### src/logic/ftac_defs.vh
// Constants for the flight-time averaging cycle counter
`ifndef FTAC_DEFS_VH
`define FTAC_DEFS_VH
`define FTAC_ADDR_W        8
`define FTAC_REG_TALLY     8'hE4
`define FTAC_REG_AVG_INT   8'hE5
`define FTAC_REG_AVG_FRAC  8'hE6
`define FTAC_REG_TARGET    8'hF0
`define FTAC_REG_STATUS    8'hF1
`define FTAC_REG_MASK      8'hF2
`define FTAC_TALLY_RST     8'h00
`define FTAC_TARGET_RST    8'h01
`define FTAC_MASK_RST      2'h0
`define FTAC_STATUS_RST    2'h0
`define FTAC_AVG_RST       16'h0000
`define FTAC_RD_IDLE       16'h0000
`define FTAC_BIT_DONE      0
`define FTAC_BIT_DIVDONE   1
`define FTAC_ST_IDLE       2'h0
`define FTAC_ST_RUN        2'h1
`define FTAC_ST_DIV        2'h2
`endif

### src/logic/ftac_divider.v
// Signed restoring divider for the average of the summed results
`timescale 1ns/1ps
`default_nettype none
module ftac_divider #(
  parameter SUM_W = 24,
  parameter DIV_W = 8
) (
  // Clock and reset
  input  wire               core_clk,
  input  wire               srst,
  // Request
  input  wire               start,
  input  wire [SUM_W-1:0]   dividend,
  input  wire [DIV_W-1:0]   divisor,
  // Result
  output wire               busy,
  output reg                doneQ,
  output reg  [SUM_W-1:0]   quotQ,
  output reg  [15:0]        fracQ
);
  localparam CNT_W = 6;
  localparam [CNT_W-1:0] STEPS = SUM_W + 16;

  reg [SUM_W+15:0]  numQ;
  reg [DIV_W:0]     remQ;
  reg [DIV_W-1:0]   denQ;
  reg               negQ;
  reg [CNT_W-1:0]   cntQ;
  wire [DIV_W:0]    remShift;
  wire [DIV_W:0]    remSub;
  wire [SUM_W+15:0] res;
  wire [SUM_W+15:0] resNeg;

  assign busy     = (cntQ != {CNT_W{1'b0}});
  assign remShift = {remQ[DIV_W-1:0], numQ[SUM_W+15]};
  assign remSub   = remShift - {1'b0, denQ};
  assign res      = {numQ[SUM_W+14:0], ~remSub[DIV_W]};
  assign resNeg   = ~res + {{(SUM_W+15){1'b0}}, 1'b1};

  always @(posedge core_clk) begin
    doneQ <= 1'b0;
    if (srst) begin
      numQ  <= {(SUM_W+16){1'b0}};
      remQ  <= {(DIV_W+1){1'b0}};
      denQ  <= {DIV_W{1'b0}};
      negQ  <= 1'b0;
      cntQ  <= {CNT_W{1'b0}};
      quotQ <= {SUM_W{1'b0}};
      fracQ <= 16'h0000;
    end else if (start && !busy) begin
      // Work on magnitude, fraction bits appended below the point
      negQ  <= dividend[SUM_W-1];
      numQ  <= {(dividend[SUM_W-1] ? (~dividend + {{(SUM_W-1){1'b0}}, 1'b1})
                                   : dividend), 16'h0000};
      remQ  <= {(DIV_W+1){1'b0}};
      denQ  <= divisor;
      cntQ  <= STEPS;
    end else if (busy) begin
      remQ <= remSub[DIV_W] ? remShift : remSub;
      numQ <= res;
      cntQ <= cntQ - {{(CNT_W-1){1'b0}}, 1'b1};
      if (cntQ == {{(CNT_W-1){1'b0}}, 1'b1}) begin
        doneQ <= 1'b1;
        quotQ <= negQ ? resNeg[SUM_W+15:16] : res[SUM_W+15:16];
        fracQ <= negQ ? resNeg[15:0] : res[15:0];
      end
    end
  end
endmodule
`default_nettype wire

### src/logic/ftac_cycle_counter.v
// Averaging cycle tally with accumulation, averaging and interrupt
`timescale 1ns/1ps
`default_nettype none
`include "ftac_defs.vh"
module ftac_cycle_counter #(
  parameter TALLY_W = 8,
  parameter DIFF_W  = 16
) (
  // Clock and reset
  input  wire                    core_clk,
  input  wire                    srst,
  // Register port
  input  wire [`FTAC_ADDR_W-1:0] regAddr,
  input  wire [15:0]             regWrData,
  input  wire                    regWrEn,
  input  wire                    regRdEn,
  output reg  [15:0]             regRdDataQ,
  // Measurement engine
  input  wire                    seqOneStart,
  input  wire                    seqTwoStart,
  input  wire                    cycleDone,
  input  wire                    cycleError,
  input  wire [DIFF_W-1:0]       diffFlightTime,
  // Interrupt
  output wire                    irq
);
  // Wide enough for a full tally of full-scale results
  localparam SUM_W = DIFF_W + TALLY_W;

  reg  [1:0]         stateQ;
  reg  [TALLY_W-1:0] tallyQ;
  reg  [TALLY_W-1:0] issuedQ;
  reg  [TALLY_W-1:0] targetQ;
  reg  [SUM_W-1:0]   sumQ;
  reg  [15:0]        avgIntQ;
  reg  [15:0]        avgFracQ;
  reg  [1:0]         statusQ;
  reg  [1:0]         maskQ;
  reg                divStartQ;
  wire               divDone;
  wire [SUM_W-1:0]   divQuot;
  wire [15:0]        divFrac;
  wire               seqStart;
  wire               lastCycle;
  reg  [1:0]         setEv;
  reg  [15:0]        regRdDataD;
  wire               wrStatus;
  wire               wrMask;
  wire               wrTarget;
  wire               tallyZero;

  // Sign-extend a differential result to the accumulator width
  function [SUM_W-1:0] sext;
    input [DIFF_W-1:0] v;
    begin
      sext = {{TALLY_W{v[DIFF_W-1]}}, v};
    end
  endfunction

  // Wrap-around increment shared by the counters
  function [TALLY_W-1:0] inc;
    input [TALLY_W-1:0] v;
    begin
      inc = v + {{(TALLY_W-1){1'b0}}, 1'b1};
    end
  endfunction

  assign seqStart  = seqOneStart | seqTwoStart;
  // Issue count, not tally, ends the sequence
  assign lastCycle = cycleDone && inc(issuedQ) == targetQ;
  assign wrStatus  = regWrEn && regAddr == `FTAC_REG_STATUS;
  assign wrMask    = regWrEn && regAddr == `FTAC_REG_MASK;
  // Target held while a sequence runs to keep the count coherent
  assign wrTarget  = regWrEn && regAddr == `FTAC_REG_TARGET &&
                     stateQ == `FTAC_ST_IDLE;
  assign tallyZero = tallyQ == {TALLY_W{1'b0}};

  always @(posedge core_clk) begin
    divStartQ <= 1'b0;
    if (srst) begin
      stateQ  <= `FTAC_ST_IDLE;
      tallyQ  <= `FTAC_TALLY_RST;
      issuedQ <= {TALLY_W{1'b0}};
      sumQ    <= {SUM_W{1'b0}};
    end else begin
      case (stateQ)
        `FTAC_ST_IDLE: begin
          if (seqStart) begin
            tallyQ  <= `FTAC_TALLY_RST;
            issuedQ <= {TALLY_W{1'b0}};
            sumQ    <= {SUM_W{1'b0}};
            stateQ  <= `FTAC_ST_RUN;
          end
        end
        `FTAC_ST_RUN: begin
          if (cycleDone) begin
            // Errored cycles still use up the target
            issuedQ <= inc(issuedQ);
            if (!cycleError) begin
              tallyQ <= inc(tallyQ);
              sumQ   <= sumQ + sext(diffFlightTime);
            end
            if (lastCycle) begin
              divStartQ <= 1'b1;
              stateQ    <= `FTAC_ST_DIV;
            end
          end
        end
        `FTAC_ST_DIV: begin
          if (divDone)
            stateQ <= `FTAC_ST_IDLE;
        end
        default: stateQ <= `FTAC_ST_IDLE;
      endcase
    end
  end

  // Averages settle about forty cycles after the last cycle
  // tally is the divisor
  ftac_divider #(
    .SUM_W (SUM_W),
    .DIV_W (TALLY_W)
  ) uDiv (
    .core_clk (core_clk),
    .srst     (srst),
    .start    (divStartQ),
    .dividend (sumQ),
    .divisor  (tallyQ),
    .busy     (),
    .doneQ    (divDone),
    .quotQ    (divQuot),
    .fracQ    (divFrac)
  );

  // Zero tally would divide by zero; report zero average instead
  always @(posedge core_clk) begin
    if (srst) begin
      avgIntQ  <= `FTAC_AVG_RST;
      avgFracQ <= `FTAC_AVG_RST;
    end else if (divDone) begin
      if (tallyZero) begin
        avgIntQ  <= `FTAC_AVG_RST;
        avgFracQ <= `FTAC_AVG_RST;
      end else begin
        avgIntQ  <= divQuot[15:0];
        avgFracQ <= divFrac;
      end
    end
  end

  // Bit 1 rises once the averages are ready
  always @* begin
    setEv = 2'h0;
    setEv[`FTAC_BIT_DONE]    = stateQ == `FTAC_ST_RUN && lastCycle;
    setEv[`FTAC_BIT_DIVDONE] = divDone;
  end

  // Set wins over write-one-to-clear
  always @(posedge core_clk) begin
    if (srst)
      statusQ <= `FTAC_STATUS_RST;
    else if (wrStatus)
      statusQ <= (statusQ & ~regWrData[1:0]) | setEv;
    else
      statusQ <= statusQ | setEv;
  end

  // Target 0 wraps the issue count, so it means 256 cycles
  always @(posedge core_clk) begin
    if (srst) begin
      maskQ   <= `FTAC_MASK_RST;
      targetQ <= `FTAC_TARGET_RST;
    end else begin
      if (wrMask)
        maskQ <= regWrData[1:0];
      if (wrTarget)
        targetQ <= regWrData[TALLY_W-1:0];
    end
  end

  assign irq = |(statusQ & maskQ);

  // Idle cycles read as zero so the data bus can be OR-ed
  always @* begin
    regRdDataD = `FTAC_RD_IDLE;
    if (regRdEn) begin
      case (regAddr)
        `FTAC_REG_TALLY:    regRdDataD = {{(16-TALLY_W){1'b0}}, tallyQ};
        `FTAC_REG_AVG_INT:  regRdDataD = avgIntQ;
        `FTAC_REG_AVG_FRAC: regRdDataD = avgFracQ;
        `FTAC_REG_TARGET:   regRdDataD = {{(16-TALLY_W){1'b0}}, targetQ};
        `FTAC_REG_STATUS:   regRdDataD = {14'h0000, statusQ};
        `FTAC_REG_MASK:     regRdDataD = {14'h0000, maskQ};
        default:            regRdDataD = `FTAC_RD_IDLE;
      endcase
    end
  end

  always @(posedge core_clk) begin
    if (srst)
      regRdDataQ <= `FTAC_RD_IDLE;
    else
      regRdDataQ <= regRdDataD;
  end
endmodule
`default_nettype wire

### config.mk
export PLATFORM = sky130hd
export DESIGN_NAME = ftac_cycle_counter
export DESIGN_NICKNAME = d
export VERILOG_FILES = /design/src/logic/ftac_divider.v /design/src/logic/ftac_cycle_counter.v
export VERILOG_INCLUDE_DIRS = /design/src /design/src/logic
export SDC_FILE = /design/constraint.sdc
export NUM_CORES = 1
export LEC_CHECK = 0
export ABC_AREA = 1
export BUFFER_PORTS_ARGS = -buffer_cell sky130_fd_sc_hd__buf_2
export CAP_MARGIN = 20
export CORE_AREA = 2 2 145 147
export CTS_CLUSTER_SIZE = 20
export DETAILED_ROUTE_END_ITERATION = 8
export DIE_AREA = 0 0 147 149
export GPL_TIMING_DRIVEN = 0
export PLACE_DENSITY_LB_ADDON = 0.25
export SLEW_MARGIN = 5
export SYNTH_ARGS = -nofsm -noshare
export SYNTH_HDL_FRONTEND = slang
export SYNTH_SLANG_ARGS = --single-unit
### constraint.sdc
create_clock -name core_clk -period 3.1 [get_ports core_clk]
set_clock_uncertainty 0.1 [all_clocks]
set_input_delay 0.155 -clock core_clk [delete_from_list [all_inputs] [get_ports core_clk]]
set_output_delay 0.155 -clock core_clk [all_outputs]
set_load 0.02 [all_outputs]
# --- Word level (Yosys, flattened, before mapping) ---
# Index checks and enable logic that the tools add are counted.
op_classes:
  addsub: 7
  mul: 0
  div_mod_pow: 0
  order_cmp: 0
  n_eq_ne: 15
  shifts: 0
  muxes: 29
  n_bitwise: 14
  reduce_logical: 22
op_table:
  columns: ["op", "n"]
  rows:
  - ["2-to-1 mux 24 bit", 4]
  - ["case mux 16 bit (6 select lines)", 1]
  - ["2-to-1 mux 40 bit", 2]
  - ["2-to-1 mux 16 bit", 4]
  - ["equality test 8 bit (second input constant)", 6]
  - ["case mux 24 bit (2 select lines)", 1]
  - ["2-to-1 mux 8 bit", 5]
  - ["adder 32 x 1 -> 32 bit (second input constant)", 1]
  - ["inverter 32 bit", 1]
  - ["case mux 8 bit (2 select lines)", 2]
  - ["adder 24 x 1 -> 24 bit (second input constant)", 1]
  - ["adder 24 bit", 1]
  - ["inverter 24 bit", 1]
  - ["adder 8 x 1 -> 8 bit (second input constant)", 2]
  - ["2-to-1 mux 6 bit", 2]
  - ["2-to-1 mux 2 bit", 5]
  - ["subtractor 9 x 8 -> 9 bit", 1]
  - ["equality test 8 bit", 1]
  - ["logical NOT 8 bit", 1]
  - ["inequality test 2 bit (second input constant)", 4]
  - ["AND reduction 4 bit", 2]
  - ["logical AND 1 bit", 7]
  - ["equality test 6 x 1 -> 1 bit (second input constant)", 1]
  - ["inverter 1 bit", 6]
  - ["other kinds (17)", 25]
totals:
  register_bits: 199
  latch_bits: 0
  mem_bits_rw: 0
  romBits: 0
  in_bits: 48
  mem_count: 0

# --- Longest topological paths before layout ---
# Gate-level depths: netlist of run 1.
depth:
  ltp_word: 6
  depth_mapped: 22
  ltp_nobuf: 21

# --- Cells and area by module ---
# A second synthesis of run 1 with hierarchy kept.
hier_totals:
  cells_unflattened: 1901
  area_unflattened_um2: 12246.7
modules_own_cells:
  columns: ["mod", "n_inst", "cells_each", "area_per_inst_um2", "seq_area_each_um2"]
  rows:
  - ["ftac_divider", 1, 965, 6258.5, 2082.0]
  - ["ftac_cycle_counter", 1, 936, 5988.2, 2062.0]

# --- Worst setup path before layout of run 1 ---
# OpenSTA, ideal clock, no wires.
synth_path:
  path_type: "register -> register"
  startpoint: "reg uDiv.numQ[39]"
  endpoint: "reg uDiv.quotQ[12]"
  arrival_time_ps: 2871
  setup_slack_ps: 14
  stages_incl_launch_ff: 22
  path_buffers: 1
  synth_period_minus_slack_ps: 3086
  cell_sequence: "dfxtp_1 -> inv_1 -> ha_1 -> fa_1 -> inv_1 -> nand3_1 -> nand2_1 -> nand2_1 -> nand2_1 -> nand2_1 -> nand2_1 -> buf_2 -> ha_1 -> nand3_1 -> nor2_4 -> nand3_1 -> nor2_2 -> nand2_1 -> o21ai_2 -> a21oi_1 -> o21ai_0 -> inv_1"
synth_via:
  elab_chain_cells: 5
synth_lines:
  columns: ["element", "line", "rtl"]
  rows:
  - ["start, declared", "ftac_divider.v:24", "reg [SUM_W+15:0] numQ;"]
  - ["start signal, assigned", "ftac_divider.v:43", "numQ <= {(SUM_W+16){1'b0}};"]
  - ["start signal, assigned", "ftac_divider.v:53", "numQ <= {(dividend[SUM_W-1] ? (~dividend + {{(SUM_W-1){1'b0}}, 1'b1})"]
  - ["start signal, assigned", "ftac_divider.v:60", "numQ <= res;"]
  - ["subtractor 9 x 8 -> 9 bit", "ftac_divider.v:36", "assign remSub = remShift - {1'b0, denQ};"]
  - ["inverter 1 bit", "ftac_divider.v:37", "assign res = {numQ[SUM_W+14:0], ~remSub[DIV_W]};"]
  - ["inverter 32 bit", "ftac_divider.v:38", "assign resNeg = ~res + {{(SUM_W+15){1'b0}}, 1'b1};"]
  - ["adder 32 x 1 -> 32 bit", "ftac_divider.v:38", null]
  - ["2-to-1 mux 16 bit", "ftac_divider.v:64", "quotQ <= negQ ? resNeg[SUM_W+15:16] : res[SUM_W+15:16];"]
  - ["end signal, assigned", "ftac_divider.v:48", "quotQ <= {SUM_W{1'b0}};"]
  - ["end signal, assigned", "ftac_divider.v:64", null]
  - ["end, declared", "ftac_divider.v:18", "output reg [SUM_W-1:0] quotQ,"]
# No other way between the ends.
# A chain may end at the register's enable or synchronous reset.

# --- Worst setup path in the final report of run 1 ---
layout_path:
  startpoint: "reg uDiv.denQ[0]"
  endpoint: "reg uDiv.quotQ[8]"
layout_via:
  elab_chain_cells: 5
layout_lines:
  columns: ["element", "line", "rtl"]
  rows:
  - ["start, declared", "ftac_divider.v:26", "reg [DIV_W-1:0] denQ;"]
  - ["start signal, assigned", "ftac_divider.v:45", "denQ <= {DIV_W{1'b0}};"]
  - ["start signal, assigned", "ftac_divider.v:56", "denQ <= divisor;"]
  - ["subtractor 9 x 8 -> 9 bit", "ftac_divider.v:36", null]
  - ["inverter 1 bit", "ftac_divider.v:37", null]
  - ["inverter 32 bit", "ftac_divider.v:38", null]
  - ["adder 32 x 1 -> 32 bit", "ftac_divider.v:38", null]
  - ["2-to-1 mux 16 bit", "ftac_divider.v:64", null]
# No other way between the ends.

==> results of run 1 <==
[cell type report]
cell class                 instances  area share, %
multi-input combinational       1128           47.8
sequential                       199           31.6
inverter                         251           7.48
timing repair buffer              72           3.42
clock buffer                      17           3.38
tap                              275           2.73
buffer                            61           1.94
clock inverter                    15           1.66
[placed cells by master, fill, tap and decap left out, drive strengths merged, types with 4 or more instances in the layout]
master | netlist | routed
a211oi | 35 | 35
a21oi | 145 | 145
a22oi | 6 | 6
a31oi | 20 | 20
buf | 15 | 75
clkbuf | 47 | 64
clkinv | 0 | 8
dfxtp | 199 | 199
dlygate4sd3 | 0 | 11
ha | 39 | 39
inv | 251 | 258
nand2 | 346 | 346
nand3 | 102 | 102
nand4 | 23 | 23
nor2 | 135 | 135
nor3 | 23 | 23
nor4 | 4 | 4
o211ai | 12 | 12
o21a | 13 | 13
o21ai | 130 | 130
o21bai | 9 | 9
o221ai | 4 | 4
o22ai | 35 | 35
or2 | 8 | 8
xnor2 | 5 | 5
xor2 | 18 | 18
[what timing repair did]
action,4_1_cts,5_1_grt
resized for setup,16,20
endpoints found under the hold margin,12,0
hold buffers,11,0
buffers inserted,2,4
pin swaps,4,8
setup endpoints to repair,12,9
[tightest hold or removal path: cells and delay by family]
family | cells | cell delay, ps
and+or+nand+nor | 2 | 290
buffers and inverters | 1 | 80
[report_power, final]
group | total (W) | leakage, nW | internal (W) | switching (W)
Sequential | 0.00312 | 1.61 | 0.00287 | 0.000253
Combinational | 0.00350 | 3.57 | 0.00117 | 0.00233
Clock | 0.00231 | 0.303 | 0.00112 | 0.00119
[per-layer routing]
layer  up-vias  routed length [um]  share of wire (%)
met1      4997               14500                 46
met4         0                 656                2.1
met3        51                1910                6.0
li1       5622                   -                  -
met2       355               14600                 46
met5         -                   0                  0
[final timing paths]
path / slack, ps / to / from / depth (start not counted)
max reg2reg: 100 / uDiv.quotQ[8] / uDiv.denQ[0] / 19
max: 100 / uDiv.quotQ[8] / uDiv.denQ[0] / 19
min: 30 / regRdDataQ[1] / regRdEn / 3
min reg2reg: 370 / avgIntQ[6] / avgIntQ[6] / 2
[stage by stage]
| stage | instances | hold WS [ps] | cell area, um2 | TNS [ps] |
|---|---|---|---|---|
| 3_5_place_dp | 1970 | 349 | 11700 | -4500 |
| 4_1_cts | 2015 | 21.0 | 12500 | 0 |
| 2_1_floorplan | 1640 | 194 | 11100 | 0 |
| 5_1_grt | 2018 | 55.7 | 12600 | -88.8 |
| 6_report | 2018 | 25.7 | 12600 | 0 |
| 3_3_place_gp | 1970 | 340 | 11700 | -3780 |
[cell families (layout without fill, tap and decap cells)]
family	count (synthesis)	in the layout	share of synthesized area [%]
flip-flops	199	199	36.0
AND/OR/NAND/NOR	645	645	25.0
XOR/XNOR	23	23	1.82
buffers and inverters	313	416	10.8
adder cells (fa/ha/maj)	41	41	4.77
AO/OA/AOI/OAI	419	419	21.7
[registers in the layout, indices dropped and copies added (netlist names)]
signal,flops
avgFracQ,16
avgIntQ,16
divStartQ,1
issuedQ,8
maskQ,2
regRdDataQ,16
stateQ,2
statusQ,2
sumQ,24
tallyQ,8
targetQ,8
uDiv.cntQ,6
uDiv.denQ,8
uDiv.doneQ,1
uDiv.fracQ,16
uDiv.negQ,1
uDiv.numQ,40
uDiv.quotQ,16
uDiv.remQ,8
==> results.cfg, run 1 <==
[die]
row_count = 53
die_w_um = 147
die_area_mm2 = 0.0219
io-pin-count = 65
coreArea_mm2 = 0.0206
initial_core_util_pct = 53.9
die_h_um = 149

[global_route]
grt_pass1_vias = 10100
grtUsageMet1_pct = 39.4
grt.overflow.total = 0
grt_pass1_wl_mm = 50.9
busiest_layer = met2
grt_antenna_before_repair = 0
grt_max_degree = 24
grt_use_met3_pct = 3.79
grt_use_total_pct = 28.9
grtUsageMet2_pct = 48.7

[clocking]
insertion_delay_ps = 450
cts-htree-levels = 4
cts_root_buf = clkbuf_16
cts_tree = done
cts_sinks = 199
clockBufferDepth = 2
cts_made_buffers = 17
path_clk_slew_ps = 80

[critical_path]
path_max_fanout = 5
setup.worst_path.start_class = register
worstPathArrival_ps = 3300
crit_chain = ha_2 > fa_2 > inv_1 > nand3_2 > nand2_4 > nand2_4 > nand2_2 > nand2_1 > nand2_2 > ha_4 > nand3_4 > nor2_4 > nand3_4 > nor2_4 > nand2_4 > o21ai_4 > xor2_1 > o21bai_1 > inv_1
cp_num_buf_inv = 2
critPathTopFamily = simple AND/OR/NAND/NOR gates
crit_path_end_kind = register
crit_top_cell = nand2_4
required_ps = 3390
cpPeakStageDelay_ps = 370
slowest_stage = fa_2
setup.worst_path.class = register to register

[finish]
layout-drive-gt1-share_pct = 9.18
area.sequential_mm2 = 0.00399
area_growth_syn_to_layout_pct = 13.8
multiInputGateArea_mm2 = 0.00602
n_antenna_cell = 0
fillers = 1894
fin_util_pct = 61.3
nets = 1819

[yosys]
seq_area_frac_synth_pct = 36.0
syn_inst = 1640
synth.most_common_cell = nand2_1
postSynth.asyncResetShare_pct = 0
synth_edf_count = 0
ys_types = 45
synth_seq_cells = 199
synth_warnings = 0
synth_common_cells = nand2_1, inv_1, dfxtp_1, a21oi_1
synth_top_area_share_pct = 36.0
mappedNetlistNets = 1729
synthFlopType = dfxtp_1
synth_top_area_cell = dfxtp_1
avgSynthCellArea_um2 = 6.75
syn-cell-area_mm2 = 0.0111
ys_top_cells_by_area = dfxtp_1, nand2_1, inv_1, a21oi_1, o21ai_0

[drt]
finalWirelength_mm = 31.7
first_pass_iters = 6
drtAntennaViolNets = 0
vias = 11000
post_drt_wl_per_cell_um = 15.7
drc = 0
initialDrtViolationCount = 950
via_per_inst = 5.46

[sta]
period_minus_slack_ps = 3000
tightest_slew_ps = 760
hold_viol = 0
slew_headroom_pct = 49.3
layout_setup_ws_ps = 95.6
max_freq_mhz = 333
period_share_pct = 96.9
setup_viol = 0
final_max_slew_viol_count = 0

[hold_path]
min_path_type = input port to register

[pwr]
cellPowerDensity_mw_per_mm2 = 709
finalPower_w = 0.00894
ir_drop_mv = 0.443
leakagePower_nw = 5.48

[placement]
place_worst_setup_slack_ps = -600
dp_hpwl_mm = 24.3
io_buffers = 55
gp_congestion = 0.943

[outcome]
status = complete, no violations

[run]
maxCapViolations = 0
Power figures use the tool's default switching activity.
==> inputs of run 2 (changes only) <==
--- a/config.mk
+++ b/config.mk
@@ -6,13 +6,12 @@
 export SDC_FILE = /design/constraint.sdc
 export NUM_CORES = 1
 export LEC_CHECK = 0
-export ABC_AREA = 1
 export BUFFER_PORTS_ARGS = -buffer_cell sky130_fd_sc_hd__buf_2
 export CAP_MARGIN = 20
-export CORE_AREA = 2 2 145 147
+export CORE_AREA = 2 2 141 143
 export CTS_CLUSTER_SIZE = 20
 export DETAILED_ROUTE_END_ITERATION = 8
-export DIE_AREA = 0 0 147 149
+export DIE_AREA = 0 0 143 145
 export GPL_TIMING_DRIVEN = 0
 export PLACE_DENSITY_LB_ADDON = 0.25
 export SLEW_MARGIN = 5
==> run 2 against run 1 <==
- the flow now finishes with violations (negative setup slack)
- synthesized cell count down 20%
- fmax decreased by 9.0%
- power fell by 7.0%
- combinational power fell by 16%
- first-iteration DRC count fell by 34%
- die area fell by 5.3%
- final area fell by 3.3%
- clock-buffer cell count did not move
- sequential share of layout area up 1.1 points
- non-clock buffer count grew 22
- hold slack improved by 36 ps
- final cell count is 17% lower
==> results.cfg, run 2 <==
[outcome]
status = finished with violations
violations = negative setup slack

[sta]
setup_viol = 12
whs_ps = 61.5
period_minus_slack_ps = 3300
layout_setup_ws_ps = -201
max_freq_mhz = 303
hold_viol = 0
tns_ps = -1430
tightest_slew_ps = 994
rsz0062_at_grt = true
period_share_pct = 106
final_max_slew_viol_count = 0
slew_headroom_pct = 33.6

[global_route]
grt_pass1_vias = 9012
grt.overflow.total = 0
grt_use_total_pct = 26.9
grt_antenna_before_repair = 0
grt_pass1_wl_mm = 45.0
grt_max_degree = 21

[finish]
multiInputGateArea_mm2 = 0.00638
final_cell_mix = dfxtp_1, nor2_1, a21oi_1
area.sequential_mm2 = 0.00399
final_area_mm2 = 0.0122
largest-register = uDiv.numQ
nets = 1491
top_regs = uDiv.numQ: 40 flops, sumQ: 24 flops
layout_commonest_cell = dfxtp_1
area_growth_syn_to_layout_pct = 16.9
layout-drive-gt1-share_pct = 11.2
largest_reg_flops = 40
fillers = 1672
n_antenna_cell = 0

[clocking]
cts_made_buffers = 17
cts-htree-levels = 4
insertion_delay_ps = 450
cts_sinks = 199
path_clk_slew_ps = 80
cts_root_buf = clkbuf_16
cts_tree = done
clockBufferDepth = 2

[yosys]
synth_seq_cells = 199
synth_top_area_share_pct = 38.2
mappedNetlistNets = 1396
ys_types = 64
syn_inst = 1307
synth_common_cells = dfxtp_1, nor2_1, a21oi_1, nand2_1, clkbuf_1
synthFlopType = dfxtp_1
synth_top_area_cell = dfxtp_1
seq_area_frac_synth_pct = 38.2
ys_top_cells_by_area = dfxtp_1, nor2_1, a21oi_1, xor2_1, ha_1
syn-cell-area_mm2 = 0.0104
avgSynthCellArea_um2 = 7.98
synth_warnings = 0
synth_edf_count = 0
synth.most_common_cell = dfxtp_1
postSynth.asyncResetShare_pct = 0

[die]
row_count = 51
io-pin-count = 65
die_w_um = 143
coreArea_mm2 = 0.0192
die_h_um = 145
initial_core_util_pct = 54.3
die_area_mm2 = 0.0207

[pwr]
power_frac_comb_pct = 35.3
pwr-share-seq_pct = 37.2
leakagePower_nw = 4.70
switchingPower_w = 0.00321
swShare_pct = 38.6
power.share.clock_pct = 27.5
finalPower_w = 0.00831
ir_drop_mv = 0.480
cellPowerDensity_mw_per_mm2 = 682
intPower_w = 0.00510

[drt]
first_pass_iters = 5
finalWirelength_mm = 28.1
drtAntennaViolNets = 0
post_drt_wl_per_cell_um = 16.7
via_per_inst = 5.80
drc = 0
vias = 9746
initialDrtViolationCount = 631

[placement]
dp_hpwl_mm = 20.5
place_worst_setup_slack_ps = -323
place_area_mm2 = 0.0111
gp_congestion = 0.887
io_buffers = 54

[critical_path]
setup.worst_path.start_class = register
worstPathArrival_ps = 3510
r2r_slack_ps = -200
path_max_fanout = 3
required_ps = 3310
crit_start = uDiv.numQ[39]
crit_path_end_kind = register
r2r_start = uDiv.numQ[39]
setup.worst_path.class = register to register

[hold_path]
min_path_type = input port to register
min_from = diffFlightTime[0]

[run]
maxCapViolations = 0
-- run 2: cell count changes after synthesis, sizes merged, moves of 15 or more --
cell,before,now
o22ai,35,2
mux2i,0,28
nor2,135,191
nor2b,0,43
o21ai,130,72
clkbuf,47,77
nand3,102,23
xnor2,5,22
a31oi,20,3
a211oi,35,50
inv,251,28
nand2,346,122
xor2,18,68
o31ai,0,22
-- run 2: path summary, 6_finish.rpt --
path	to	depth (start not counted)
hold reg to reg	uDiv.fracQ[0]	2
setup / recovery	uDiv.quotQ[4]	17
hold / removal	sumQ[0]	4
setup reg to reg	uDiv.quotQ[4]	17
-- run 2: timing repair --
item	CTS	global route
hold buffers	11	0
setup buffers	10	5
resized for setup	22	28
endpoints found under the setup margin	14	50
cloned	0	0
pin swaps	10	11
hold endpoints to repair	16	0
-- run 2: metal layers --
layer | vias up | global-route usage (%) | wire length, um
li1 | 4808 | - | -
met3 | 58 | 3.76 | 1560
met2 | 302 | 43.8 | 12900
met1 | 4578 | 36.5 | 12900
met4 | 0 | 9.06 | 698
met5 | - | 0 | 0
-- run 2: cells by family after synthesis --
group           Yosys count  share of synthesized area (%)
mux                      28                           2.69
buf+inv                 107                           3.85
fa+ha+maj                41                           5.06
compound gates          362                           21.5
flops                   199                           38.2
xor+xnor                 90                           7.56
simple gates            480                           21.2
-- run 2: layout make-up --
| cell class | instances | area share [%] |
|---|---|---|
| Sequential cell | 199 | 32.7 |
| Clock buffer | 17 | 3.49 |
| Inverter | 28 | 0.862 |
| Multi-Input combinational cell | 1001 | 52.4 |
| Clock inverter | 15 | 1.45 |
| Timing Repair Buffer | 80 | 4.08 |
| Buffer | 75 | 2.31 |
| Tap cell | 265 | 2.72 |
-- run 2: power by group through the flow --
stage	Sequential (W)	Clock, W	Combinational, W
floorplan	0.00304	0	0.00195
global placement	0.00312	0	0.00246
detailed placement	0.00313	0	0.00251
CTS	0.00308	0.00230	0.00273
global route	0.00312	0.00240	0.00324
finish	0.00309	0.00229	0.00293
-- run 2: metrics by stage --
| step | utilization [%] | cells |
|---|---|---|
| finish | 63.4 | 1680 |
| global placement | 57.9 | 1626 |
| floorplan | - | 1307 |
| detailed placement | 57.9 | 1626 |
| CTS | 62.5 | 1679 |
| global route | 63.4 | 1680 |
-- run 2: worst max-delay path: stages (launching register included) --
cell	delay, ps
dfxtp_2	340
inv_2	50
ha_4	150
fa_2	360
nor2b_4	150
o2111ai_4	140
nand3_4	140
and3_4	210
nor2_4	40
inv_2	70
ha_4	140
nand2_4	40
or2_4	260
nor3_4	140
nand3_2	180
o31ai_2	310
xor2_1	240
a211oi_2	100
